### src/bias_servo_defs.vh
// constants for the bias servo block: register map, status fields and reset values
`ifndef BIAS_SERVO_DEFS_VH
`define BIAS_SERVO_DEFS_VH
// ****************************************
// register byte addresses
// ****************************************
`define ADDR_GATE_CODE 8'h00
`define ADDR_REF_CODE 8'h01
`define ADDR_STATUS 8'h0f
// ****************************************
// status byte bit positions
// ****************************************
`define ST_SHUTDOWN 7
`define ST_DIRECTION 6
`define ST_SELECT 4
`define ST_WRITE_LATCH 1
`define ST_GAIN 0
`define ST_WRITE_LATCH_SET 8'h02
`define ST_WRITE_LATCH_CLR 8'h00
// ****************************************
// reset and power-up values
// ****************************************
`define GATE_CODE_DEFAULT 8'h00
`define REF_CODE_DEFAULT 6'h00
`define GAIN_DEFAULT 1'b0
`define GATE_CODE_MAX 8'hff
`define GATE_CODE_MIN 8'h00
`define REF_CODE_MASK 8'h3f
// ****************************************
// timing counts
// ****************************************
`define SYNC_SETTLE_CYCLES 2'h3
`endif

### src/pa_bias_servo_control.v
// bias servo core: wiper counter, hold detection, shutdown gating and byte registers
`timescale 1ns/10ps
`include "bias_servo_defs.vh"
module pa_bias_servo_control (
  input wire clk_sys,
  input wire reset,
  input wire serial_clock,
  input wire serial_data,
  input wire loop_select,
  input wire direction_signal,
  input wire output_off_input,
  input wire reg_write,
  input wire reg_read,
  input wire [7:0] reg_addr,
  input wire [7:0] reg_wdata,
  input wire bus_stop,
  output reg [7:0] reg_rdata,
  output reg [7:0] gate_code,
  output reg [5:0] reference_code,
  output reg gate_drive_enable,
  output reg wiper_hold_state,
  output reg gain_select_bit,
  output reg nv_write_latch,
  output reg nv_commit,
  output reg [7:0] nv_gate_code,
  output reg [5:0] nv_reference_code,
  output reg nv_gain
);

  // ****************************************
  // pin synchronisers
  // ****************************************
  wire clk_s;
  wire data_s;
  wire sel_s;
  wire dir_s;
  wire off_s;

  // all pin inputs cross two flops before any logic reads them
  // the serial clock is sampled like any pin; its falling edges become one-cycle enables
  pin_sync u_sync_clk (.clk_sys(clk_sys), .reset(reset), .async_in(serial_clock), .sync_out(clk_s));
  pin_sync u_sync_data (.clk_sys(clk_sys), .reset(reset), .async_in(serial_data), .sync_out(data_s));
  pin_sync u_sync_sel (.clk_sys(clk_sys), .reset(reset), .async_in(loop_select), .sync_out(sel_s));
  pin_sync u_sync_dir (.clk_sys(clk_sys), .reset(reset), .async_in(direction_signal), .sync_out(dir_s));
  pin_sync u_sync_off (.clk_sys(clk_sys), .reset(reset), .async_in(output_off_input), .sync_out(off_s));

  // ****************************************
  // edge detection
  // ****************************************
  reg clk_d;
  reg dir_d;
  reg sel_d;
  wire clk_fall;
  wire dir_edge;
  wire sel_rise;

  // previous sampled levels, used only for edge finding
  always @(posedge clk_sys) begin
    if (reset) begin
      clk_d <= 1'b0;
      dir_d <= 1'b0;
      sel_d <= 1'b0;
    end else begin
      clk_d <= clk_s;
      dir_d <= dir_s;
      sel_d <= sel_s;
    end
  end

  // ****************************************
  // settling after reset
  // ****************************************
  // the synchronisers and edge flops all come out of reset at zero, so a pin
  // that rests high would look like a rising edge two cycles later; edges are
  // masked until the pipeline holds real pin levels
  reg [1:0] settle_cnt;
  wire settled;

  always @(posedge clk_sys) begin
    if (reset) begin
      settle_cnt <= `SYNC_SETTLE_CYCLES;
    end else if (settle_cnt != 2'h0) begin
      settle_cnt <= settle_cnt - 2'h1;
    end
  end

  assign settled = (settle_cnt == 2'h0);

  // edges are one-cycle pulses on the system clock
  assign clk_fall = settled & clk_d & ~clk_s;
  assign dir_edge = settled & (dir_d ^ dir_s);
  assign sel_rise = settled & sel_s & ~sel_d;

  // ****************************************
  // shutdown arming
  // ****************************************
  // after shutdown the loop stays disarmed until select rises again,
  // so a select left high through shutdown cannot move the wiper
  reg armed;

  always @(posedge clk_sys) begin
    if (reset) begin
      armed <= 1'b1;
    end else begin
      if (off_s) begin
        armed <= 1'b0;
      end else if (sel_rise) begin
        armed <= 1'b1;
      end
    end
  end

  // ****************************************
  // closed loop enable
  // ****************************************
  wire link_ready;
  wire loop_active;

  // a low data line means a bus transfer is in flight, so stepping waits for it
  assign link_ready = sel_s & data_s;
  // stepping also needs no shutdown and an armed loop
  assign loop_active = link_ready & armed & ~off_s;

  // ****************************************
  // register write decode
  // ****************************************
  wire wr_gate;
  wire wr_ref;
  wire wr_status;
  wire status_clean;

  // single byte access, each register at its own address
  // reserved bytes 0x02 to 0x0e and unmapped bytes take no write at all
  assign wr_gate = reg_write & (reg_addr == `ADDR_GATE_CODE);
  assign wr_ref = reg_write & (reg_addr == `ADDR_REF_CODE);
  assign wr_status = reg_write & (reg_addr == `ADDR_STATUS);
  // latch changes only when the other status bits are written zero
  assign status_clean = (reg_wdata & ~(8'h01 << `ST_WRITE_LATCH)) == `ST_WRITE_LATCH_CLR;

  // ****************************************
  // wiper counter and hold state
  // ****************************************
  reg [7:0] next_gate_code;
  reg next_hold;

  // one tap per falling serial clock edge, saturating at both ends;
  // a gate code write overrides the counter in the same cycle
  // a step lands about three system cycles after the falling pin edge
  always @* begin
    next_gate_code = gate_code;
    next_hold = wiper_hold_state;
    if (wr_gate) begin
      next_gate_code = reg_wdata;
      next_hold = 1'b0;
    end else if (sel_rise) begin
      // a new calibration pass leaves hold; tested ahead of the loop branch,
      // since select high already makes the loop active in this cycle;
      // a falling clock in that same cycle is skipped
      next_hold = 1'b0;
    end else if (loop_active) begin
      if (dir_edge) begin
        next_hold = 1'b1;
      end else if (clk_fall && !wiper_hold_state) begin
        if (dir_s) begin
          if (gate_code != `GATE_CODE_MAX) begin
            next_gate_code = gate_code + 8'h01;
          end
        end else begin
          if (gate_code != `GATE_CODE_MIN) begin
            next_gate_code = gate_code - 8'h01;
          end
        end
      end
    end
  end

  // hysteresis lives in the comparator; hold prevents small direction flicker
  // from walking the code once lock is reached; shutdown leaves the code alone,
  // so the previous bias returns as soon as shutdown ends
  always @(posedge clk_sys) begin
    if (reset) begin
      gate_code <= `GATE_CODE_DEFAULT;
      wiper_hold_state <= 1'b0;
    end else begin
      gate_code <= next_gate_code;
      wiper_hold_state <= next_hold;
    end
  end

  // ****************************************
  // reference code, gain and write latch
  // ****************************************
  // every status write sets the gain; only a clean one may move the latch
  always @(posedge clk_sys) begin
    if (reset) begin
      reference_code <= `REF_CODE_DEFAULT;
      gain_select_bit <= `GAIN_DEFAULT;
      nv_write_latch <= 1'b0;
    end else begin
      if (wr_ref) begin
        reference_code <= reg_wdata[5:0];
      end
      if (wr_status) begin
        gain_select_bit <= reg_wdata[`ST_GAIN];
        if (status_clean) begin
          nv_write_latch <= reg_wdata[`ST_WRITE_LATCH];
        end
      end
    end
  end

  // ****************************************
  // nonvolatile commit
  // ****************************************
  // a write seen while the latch is set is committed at the following stop;
  // the shadow copy stands for the saved storage, and a block reset counts as
  // power-up with the factory contents, which are the reset defaults
  reg commit_pending;
  wire any_write;
  wire latch_clear;

  // the write that drops the latch is itself volatile and ends any waiting save
  assign any_write = wr_gate | wr_ref | wr_status;
  assign latch_clear = wr_status & status_clean & ~reg_wdata[`ST_WRITE_LATCH];

  always @(posedge clk_sys) begin
    if (reset) begin
      commit_pending <= 1'b0;
      nv_commit <= 1'b0;
    end else begin
      nv_commit <= 1'b0;
      if (latch_clear) begin
        commit_pending <= 1'b0;
      end else if (any_write && nv_write_latch) begin
        commit_pending <= 1'b1;
      end else if (bus_stop && commit_pending) begin
        commit_pending <= 1'b0;
        nv_commit <= 1'b1;
      end
    end
  end

  // shadow registers hold what a power-up would recall; the copies come
  // from the live registers one cycle after the commit pulse
  always @(posedge clk_sys) begin
    if (reset) begin
      nv_gate_code <= `GATE_CODE_DEFAULT;
      nv_reference_code <= `REF_CODE_DEFAULT;
      nv_gain <= `GAIN_DEFAULT;
    end else if (nv_commit) begin
      nv_gate_code <= gate_code;
      nv_reference_code <= reference_code;
      nv_gain <= gain_select_bit;
    end
  end

  // ****************************************
  // gate drive output
  // ****************************************
  // registered so the pin cannot glitch; it is low through reset, rises on the first cycle after it, and drops
  // three cycles after the shutdown pin rises, once the pin has crossed the synchroniser
  always @(posedge clk_sys) begin
    if (reset) begin
      gate_drive_enable <= 1'b0;
    end else begin
      gate_drive_enable <= ~off_s;
    end
  end

  // ****************************************
  // register read path
  // ****************************************
  reg [7:0] status_view;
  reg [7:0] next_rdata;

  // status bits 7, 6 and 4 mirror the synchronised pins; test bits 5, 3 and 2 read zero
  always @* begin
    status_view = 8'h00;
    status_view[`ST_SHUTDOWN] = off_s;
    status_view[`ST_DIRECTION] = dir_s;
    status_view[`ST_SELECT] = sel_s;
    status_view[`ST_WRITE_LATCH] = nv_write_latch;
    status_view[`ST_GAIN] = gain_select_bit;
  end

  // byte select by address
  always @* begin
    next_rdata = 8'h00;
    case (reg_addr)
      `ADDR_GATE_CODE: begin
        next_rdata = gate_code;
      end
      `ADDR_REF_CODE: begin
        next_rdata = {2'b00, reference_code};
      end
      `ADDR_STATUS: begin
        next_rdata = status_view;
      end
      default: begin
        // reserved and unmapped bytes read zero
        next_rdata = 8'h00;
      end
    endcase
  end

  // read data is registered one cycle after the read strobe
  // and holds between reads, so the host may take it at any later cycle
  always @(posedge clk_sys) begin
    if (reset) begin
      reg_rdata <= 8'h00;
    end else if (reg_read) begin
      reg_rdata <= next_rdata;
    end
  end

endmodule

### src/pin_sync.v
// two-flop synchroniser for one level crossing into the system clock
`timescale 1ns/10ps
module pin_sync (
  input wire clk_sys,
  input wire reset,
  input wire async_in,
  output reg sync_out
);
  reg stage_a;

  // first stage feeds only the second stage
  always @(posedge clk_sys) begin
    if (reset) begin
      stage_a <= 1'b0;
      sync_out <= 1'b0;
    end else begin
      stage_a <= async_in;
      sync_out <= stage_a;
    end
  end
endmodule

### config.mk
export PLATFORM = sky130hd
export DESIGN_NAME = pa_bias_servo_control
export DESIGN_NICKNAME = d
export VERILOG_FILES = /design/src/pa_bias_servo_control.v /design/src/pin_sync.v
export VERILOG_INCLUDE_DIRS = /design/src
export SDC_FILE = /design/constraint.sdc
export NUM_CORES = 1
export LEC_CHECK = 0
export ABC_AREA = 1
export CAP_MARGIN = 25
export CORE_ASPECT_RATIO = 0.5
export CORE_MARGIN = 5
export CORE_UTILIZATION = 58
export CTS_CLUSTER_SIZE = 40
export DETAILED_ROUTE_END_ITERATION = 8
export DONT_BUFFER_PORTS = 1
export PLACE_DENSITY = 0.71
export SETUP_SLACK_MARGIN = 0.3
export SLEW_MARGIN = 10
export SYNTH_ARGS = -nofsm -noshare
export SYNTH_HDL_FRONTEND = slang
export SYNTH_SLANG_ARGS = --single-unit
### constraint.sdc
create_clock -name clk_sys -period 2.9 [get_ports clk_sys]
set_input_delay 0.435 -clock clk_sys [delete_from_list [all_inputs] [get_ports clk_sys]]
set_output_delay 0.435 -clock clk_sys [all_outputs]
set_load 0.02 [all_outputs]
## Yosys cells after proc, flatten, opt, wreduce, memory -nomap -nowiden

Index checks and enable logic that the tools add are counted.

| word-level totals | value |
|---|---|
| flip-flop bits (word level) | 59 |
| input port bits | 26 |

| cells by class | value |
|---|---|
| $add $sub $neg | 3 |
| equal/unequal tests | 6 |
| multiplexer cells | 14 |
| bitwise logic cells | 20 |
| reduce and logical (&&, ||, !) cells | 20 |

Operators with widths:

| cell | number |
|---|---|
| $mux 8 | 8 |
| $pmux 8 s3 | 1 |
| $logic_not 8->1 | 2 |
| $and 1x1->1 | 13 |
| $reduce_bool 2->1 | 5 |
| $add 8x1->8 const B | 1 |
| $eq 8x1->1 const B | 1 |
| $eq 8x4->1 const B | 1 |
| $ne 8x8->1 const B | 1 |
| $reduce_bool 8->1 | 1 |
| $sub 8x1->8 const B | 1 |
| $reduce_and 6->1 | 1 |
| $reduce_or 3->1 | 2 |
| $mux 1 | 5 |
| $ne 2x1->1 const B | 2 |
| $not 1->1 | 4 |
| $reduce_and 2->1 | 2 |
| $logic_and 1x1->1 | 3 |
| $ne 3x3->1 const B | 1 |
| $reduce_bool 3->1 | 1 |
| $logic_not 2->1 | 1 |
| $or 1x1->1 | 2 |
| $reduce_or 2->1 | 1 |
| $sub 2x1->2 const B | 1 |
| 2 further kinds | 2 |

## Logic depth before layout (Yosys ltp)

| logic depth | value |
|---|---|
| depth after elaboration | 9 |
| gate-level depth with buffers | 13 |
| mapped depth without buffers | 13 |

## Hierarchy

A second synthesis with hierarchy kept.

| second synthesis, totals | value |
|---|---|
| cell total of the unflattened synthesis | 431 |
| area, all modules | 2949.1 um2 |

Modules (own cells, without submodules):

| module | times used | cells an instance | area each (um2) | sequential area each (um2) |
|---|---|---|---|---|
| pa_bias_servo_control | 1 | 401 | 2673.8 | 980.9 |
| pin_sync | 5 | 6 | 55.1 | 40.0 |

## Worst setup path after synthesis

OpenSTA, ideal clock, no wires.

| path | value |
|---|---|
| kind | register to register |
| start | register u_sync_dir.sync_out |
| end | register gate_code[7] |
| setup time | 0.130 ns |
| arrival | 1.462 ns |
| data required time | 2.770 ns |
| setup slack | 1.308 ns |
| stages on the path, launching flop included | 14 |
| path through | dfxtp_1 inv_1 ha_1 nand2_1 inv_1 nand2_1 nand2_1 nand2_1 nand2_1 nand2_1 nand2_1 nor2_1 nor2_1 nor2_1 |

| on the way | value |
|---|---|
| cells in the longest elaborated chain, start to end | 6 |
| elaborated cells between the ends (all ways) | 12 |

RTL lines:

| element | RTL line | RTL |
|---|---|---|
| from (decl) | pin_sync.v:7 | `output reg sync_out` |
| from (signal assigned) | pin_sync.v:18 | `sync_out <= stage_a;` |
| $mux 8 | pa_bias_servo_control.v:164 | `if (dir_s) begin` |
| $mux 8 | pa_bias_servo_control.v:163 | `end else if (clk_fall && !wiper_hold_state) begin` |
| $mux 8 | pa_bias_servo_control.v:161 | `if (dir_edge) begin` |
| $mux 8 | pa_bias_servo_control.v:160 | `end else if (loop_active) begin` |
| $mux 8 | pa_bias_servo_control.v:155 | `end else if (sel_rise) begin` |
| $mux 8 | pa_bias_servo_control.v:152 | `if (wr_gate) begin` |
| to (signal assigned) | pa_bias_servo_control.v:182 | `` gate_code <= `GATE_CODE_DEFAULT; `` |
| to (signal assigned) | pa_bias_servo_control.v:185 | `gate_code <= next_gate_code;` |
| to (decl) | pa_bias_servo_control.v:18 | `output reg [7:0] gate_code,` |

Parallel ways exist; a longest one is shown, timed or not. The select of a mux whose other input is x is not followed.
A chain may end at the register's enable or synchronous reset.

## Final worst setup path

| path | value |
|---|---|
| start | register gate_code[5] |
| end | register gate_code[7] |

| on the way | value |
|---|---|
| cells in the longest elaborated chain, start to end | 8 |
| elaborated cells between the ends (all ways) | 15 |

RTL lines:

| element | RTL line |
|---|---|
| $sub 8x1->8 / $add 8x1->8 (equally long branches) | pa_bias_servo_control.v:170, pa_bias_servo_control.v:166 |
| $mux 8 (on tied branches) | pa_bias_servo_control.v:169, pa_bias_servo_control.v:165 |
| $mux 8 | pa_bias_servo_control.v:164 |
| $mux 8 | pa_bias_servo_control.v:163 |
| $mux 8 | pa_bias_servo_control.v:161 |
| $mux 8 | pa_bias_servo_control.v:160 |
| $mux 8 | pa_bias_servo_control.v:155 |
| $mux 8 | pa_bias_servo_control.v:152 |

Parallel ways exist; a longest one is shown, timed or not. The select of a mux whose other input is x is not followed.

==> metrics.txt <==
CTS Buf Count 9; GP Congestion 0.906; Hold Crit Endpoint gate_code[3]; f_max 0.545 GHz; Worst Path Max Fanout 7; Hold Path Stages 1; worst min-delay path class input port to flip-flop; final worst slack 1060 ps; internal power 1.43 mW; drt pass-1 iters 5; grt ovf 0; prevailing post-synth register cell dfxtp_1; Ys Warns 0; status finished clean; R2R depth 9; row count 17; DRC viols 0; clock root buffer clkbuf_8; via count 2465; PortBufs 0; Die ar. 6330 um2; Post-CTS Setup Bufs 0; number of global-route vias before repair 2251; r2r endpoint gate_code[7]; Layout Skew 8.96 ps; max-cap violations 0; HPWL after DPL 5060 um; sw power 0.410 mW; hold_ws 145 ps; RSZ-0062 raised after global routing no; #FFs+latches synth 59; pin count of the biggest net entering global routing 32; nets@finish 421; CP Data Required Time 3150 ps; Leak 1.31 nW; asr flop ratio synth 0%; pwr dens 601 nW/um2; pre-CTS WS 1090 ps; Max Slew Vio Count 0; final setup fails 0; IO Count 68; Fin Setup TNS 0 ps; hold path startpoint reset; Clock Latency Late Sink 350 ps; Mapped Nets 419; min Tclk post-route 1840 ps; Inserted Diodes 0; initial antenna violation count 0; clk sinks 59; synthesized cell area 2760 um2; Worst-path clk slew 70 ps; reg-to-reg slack, setup 1060 ps; Area after DPL 2810 um2; combinational fraction of design power 3.9%; Sequential Power Share 45.5%; peak supply drop 0.474 mV; Synth Area per Inst 7.18 um2; Total Routing Usage GR 23.1%; Worst Setup End Kind flip-flop; final hold viol count 0; Total Wirelength 6930 um; Synth cell types 33; CP arrival 2080 ps; Final Cycle Share 63.3%; CP Launch Type flip-flop; Switching Share 22.3%; Relative slew margins 47.4%; die span in y 58.8 um; critical path class flip-flop to flip-flop; H-Tree Depth 3; Post-Synthesis Cells 385; drt wl/cell 15.1 um; Routed Antenna Nets 0; layout cells sized above 1 11.5%; Die Wd 108 um; Post-synth EDFFs 0; clk buf depth 2; total core area 4510 um2; worst r2r src gate_code[5]; Resized Gates After CTS 0; first-pass GRT wire length 11200 um; Clk pwr share 50.7%; Worst Tran Pin Value 788 ps; initial drt markers 133; Post-CTS Hold Buffers 0; vias per inst 5.38; initial core utilization 61.3%; Filler Cell Count 408; CTS tree done; Area Overhead vs Synth 10.5%; final instance area 3050 um2; post-synthesis sequential area ratio 42.7%
area by class of cell:
type                            instances  area (um2)  share of cell area, %
Sequential cell                        59        1180                   38.7
Multi-Input combinational cell        268        1350                   44.3
Tap cell                               66        82.6                   2.70
Clock inverter                          7         124                   4.06
Inverter                               49         189                   6.19
Clock buffer                            9         124                   4.06
logic make-up (layout without fill, tap and decap cells):
group / after synthesis / in the layout / synth area share (%)
AND/OR/NAND/NOR: 188 / 188 / 30.7
XOR/XNOR: 3 / 3 / 0.951
AO/OA/AOI/OAI: 69 / 69 / 13.4
flip-flops: 59 / 59 / 42.7
adder cells (fa/ha/maj): 8 / 8 / 3.89
buffers and inverters: 58 / 65 / 8.33
cells in the mapped netlist (2+ instances only):
master | number | area share, %
clkbuf_1 | 5 | 0.68
o21ai_1 | 13 | 2.4
o21ai_0 | 22 | 4.0
nand2_2 | 3 | 0.68
dfxtp_1 | 59 | 43
nor2_1 | 61 | 8.3
clkinv_1 | 3 | 0.41
a21oi_2 | 4 | 1.3
nor3_1 | 2 | 0.36
nand3_1 | 18 | 3.3
inv_2 | 5 | 0.68
inv_1 | 40 | 5.4
nor2_2 | 2 | 0.45
nor2_4 | 2 | 0.81
nand3b_1 | 2 | 0.54
ha_1 | 7 | 3.2
a21oi_1 | 27 | 4.9
nor3_2 | 3 | 1.1
nand2_1 | 84 | 11
xor2_1 | 2 | 0.63
buf_1 | 3 | 0.41
o211ai_1 | 2 | 0.54
nand3_2 | 6 | 2.2
state kept, by name, summed over array words and instances (netlist names), 2 cells and up:
register           cells
settle_cnt             2
reference_code         6
nv_reference_code      6
gate_code              8
nv_gate_code           8
reg_rdata              8
metal layers:
layer	GRT usage (%)	vias to the layer above	wire, um	part of all wire (%)
li1	-	1233	-	-
met1	30.1	1108	3110	45
met2	36.2	110	3030	44
met3	8.98	14	714	10
met4	6.29	0	83	1.2
met5	0	-	0	0
critical path, cell delays in order (launching register included):
cell and delay [ps]:
dfxtp_1 650, ha_1 380, nand2_1 120, inv_1 40, a21oi_1 180, nand3_1 100
nand2_1 70, nor2_1 40, nor2_1 110, nor2_1 40
how the worst max path moves through the flow:
stage | endpoint | slack [ps] | start
2_1_floorplan | gate_code[7] | 1310 | u_sync_dir.sync_out
3_3_place_gp | gate_code[7] | 1100 | gate_code[5]
3_5_place_dp | gate_code[7] | 1090 | gate_code[5]
4_1_cts | gate_code[7] | 1080 | gate_code[5]
5_1_grt | gate_code[7] | 860 | u_sync_dir.sync_out
6_report | gate_code[7] | 1060 | gate_code[5]
cells in the final DEF, fill, tap and decap left out, types with 4 or more instances in the layout:
cell	count
dfxtp_1	59
inv_2	5
clkbuf_8	9
o21ai_1	13
ha_1	7
nor2_1	61
a21oi_2	4
o21ai_0	22
nand3_1	18
inv_1	40
nand2_1	84
a21oi_1	27
nand3_2	6
power by group through the flow:
| stage | Combinational (mW) | Sequential, mW | Clock [mW] |
|---|---|---|---|
| 6_report | 0.0707 | 0.834 | 0.931 |
| 5_1_grt | 0.0824 | 0.837 | 0.990 |
| 4_1_cts | 0.0709 | 0.835 | 0.944 |
| 3_5_place_dp | 0.0704 | 0.853 | 0 |
| 3_3_place_gp | 0.0677 | 0.852 | 0 |
| 2_1_floorplan | 0.0651 | 0.851 | 0 |
stage by stage:
stage                     cells  power (mW)  utilization, %
after floorplan             385       0.916               -
after global placement      442       0.920            62.2
after detailed placement    442       0.923            62.2
after CTS                   458        1.85            67.7
after global routing        458        1.91            67.7
final                       458        1.84            67.7
No activity file was read; power rests on OpenSTA's default activity.
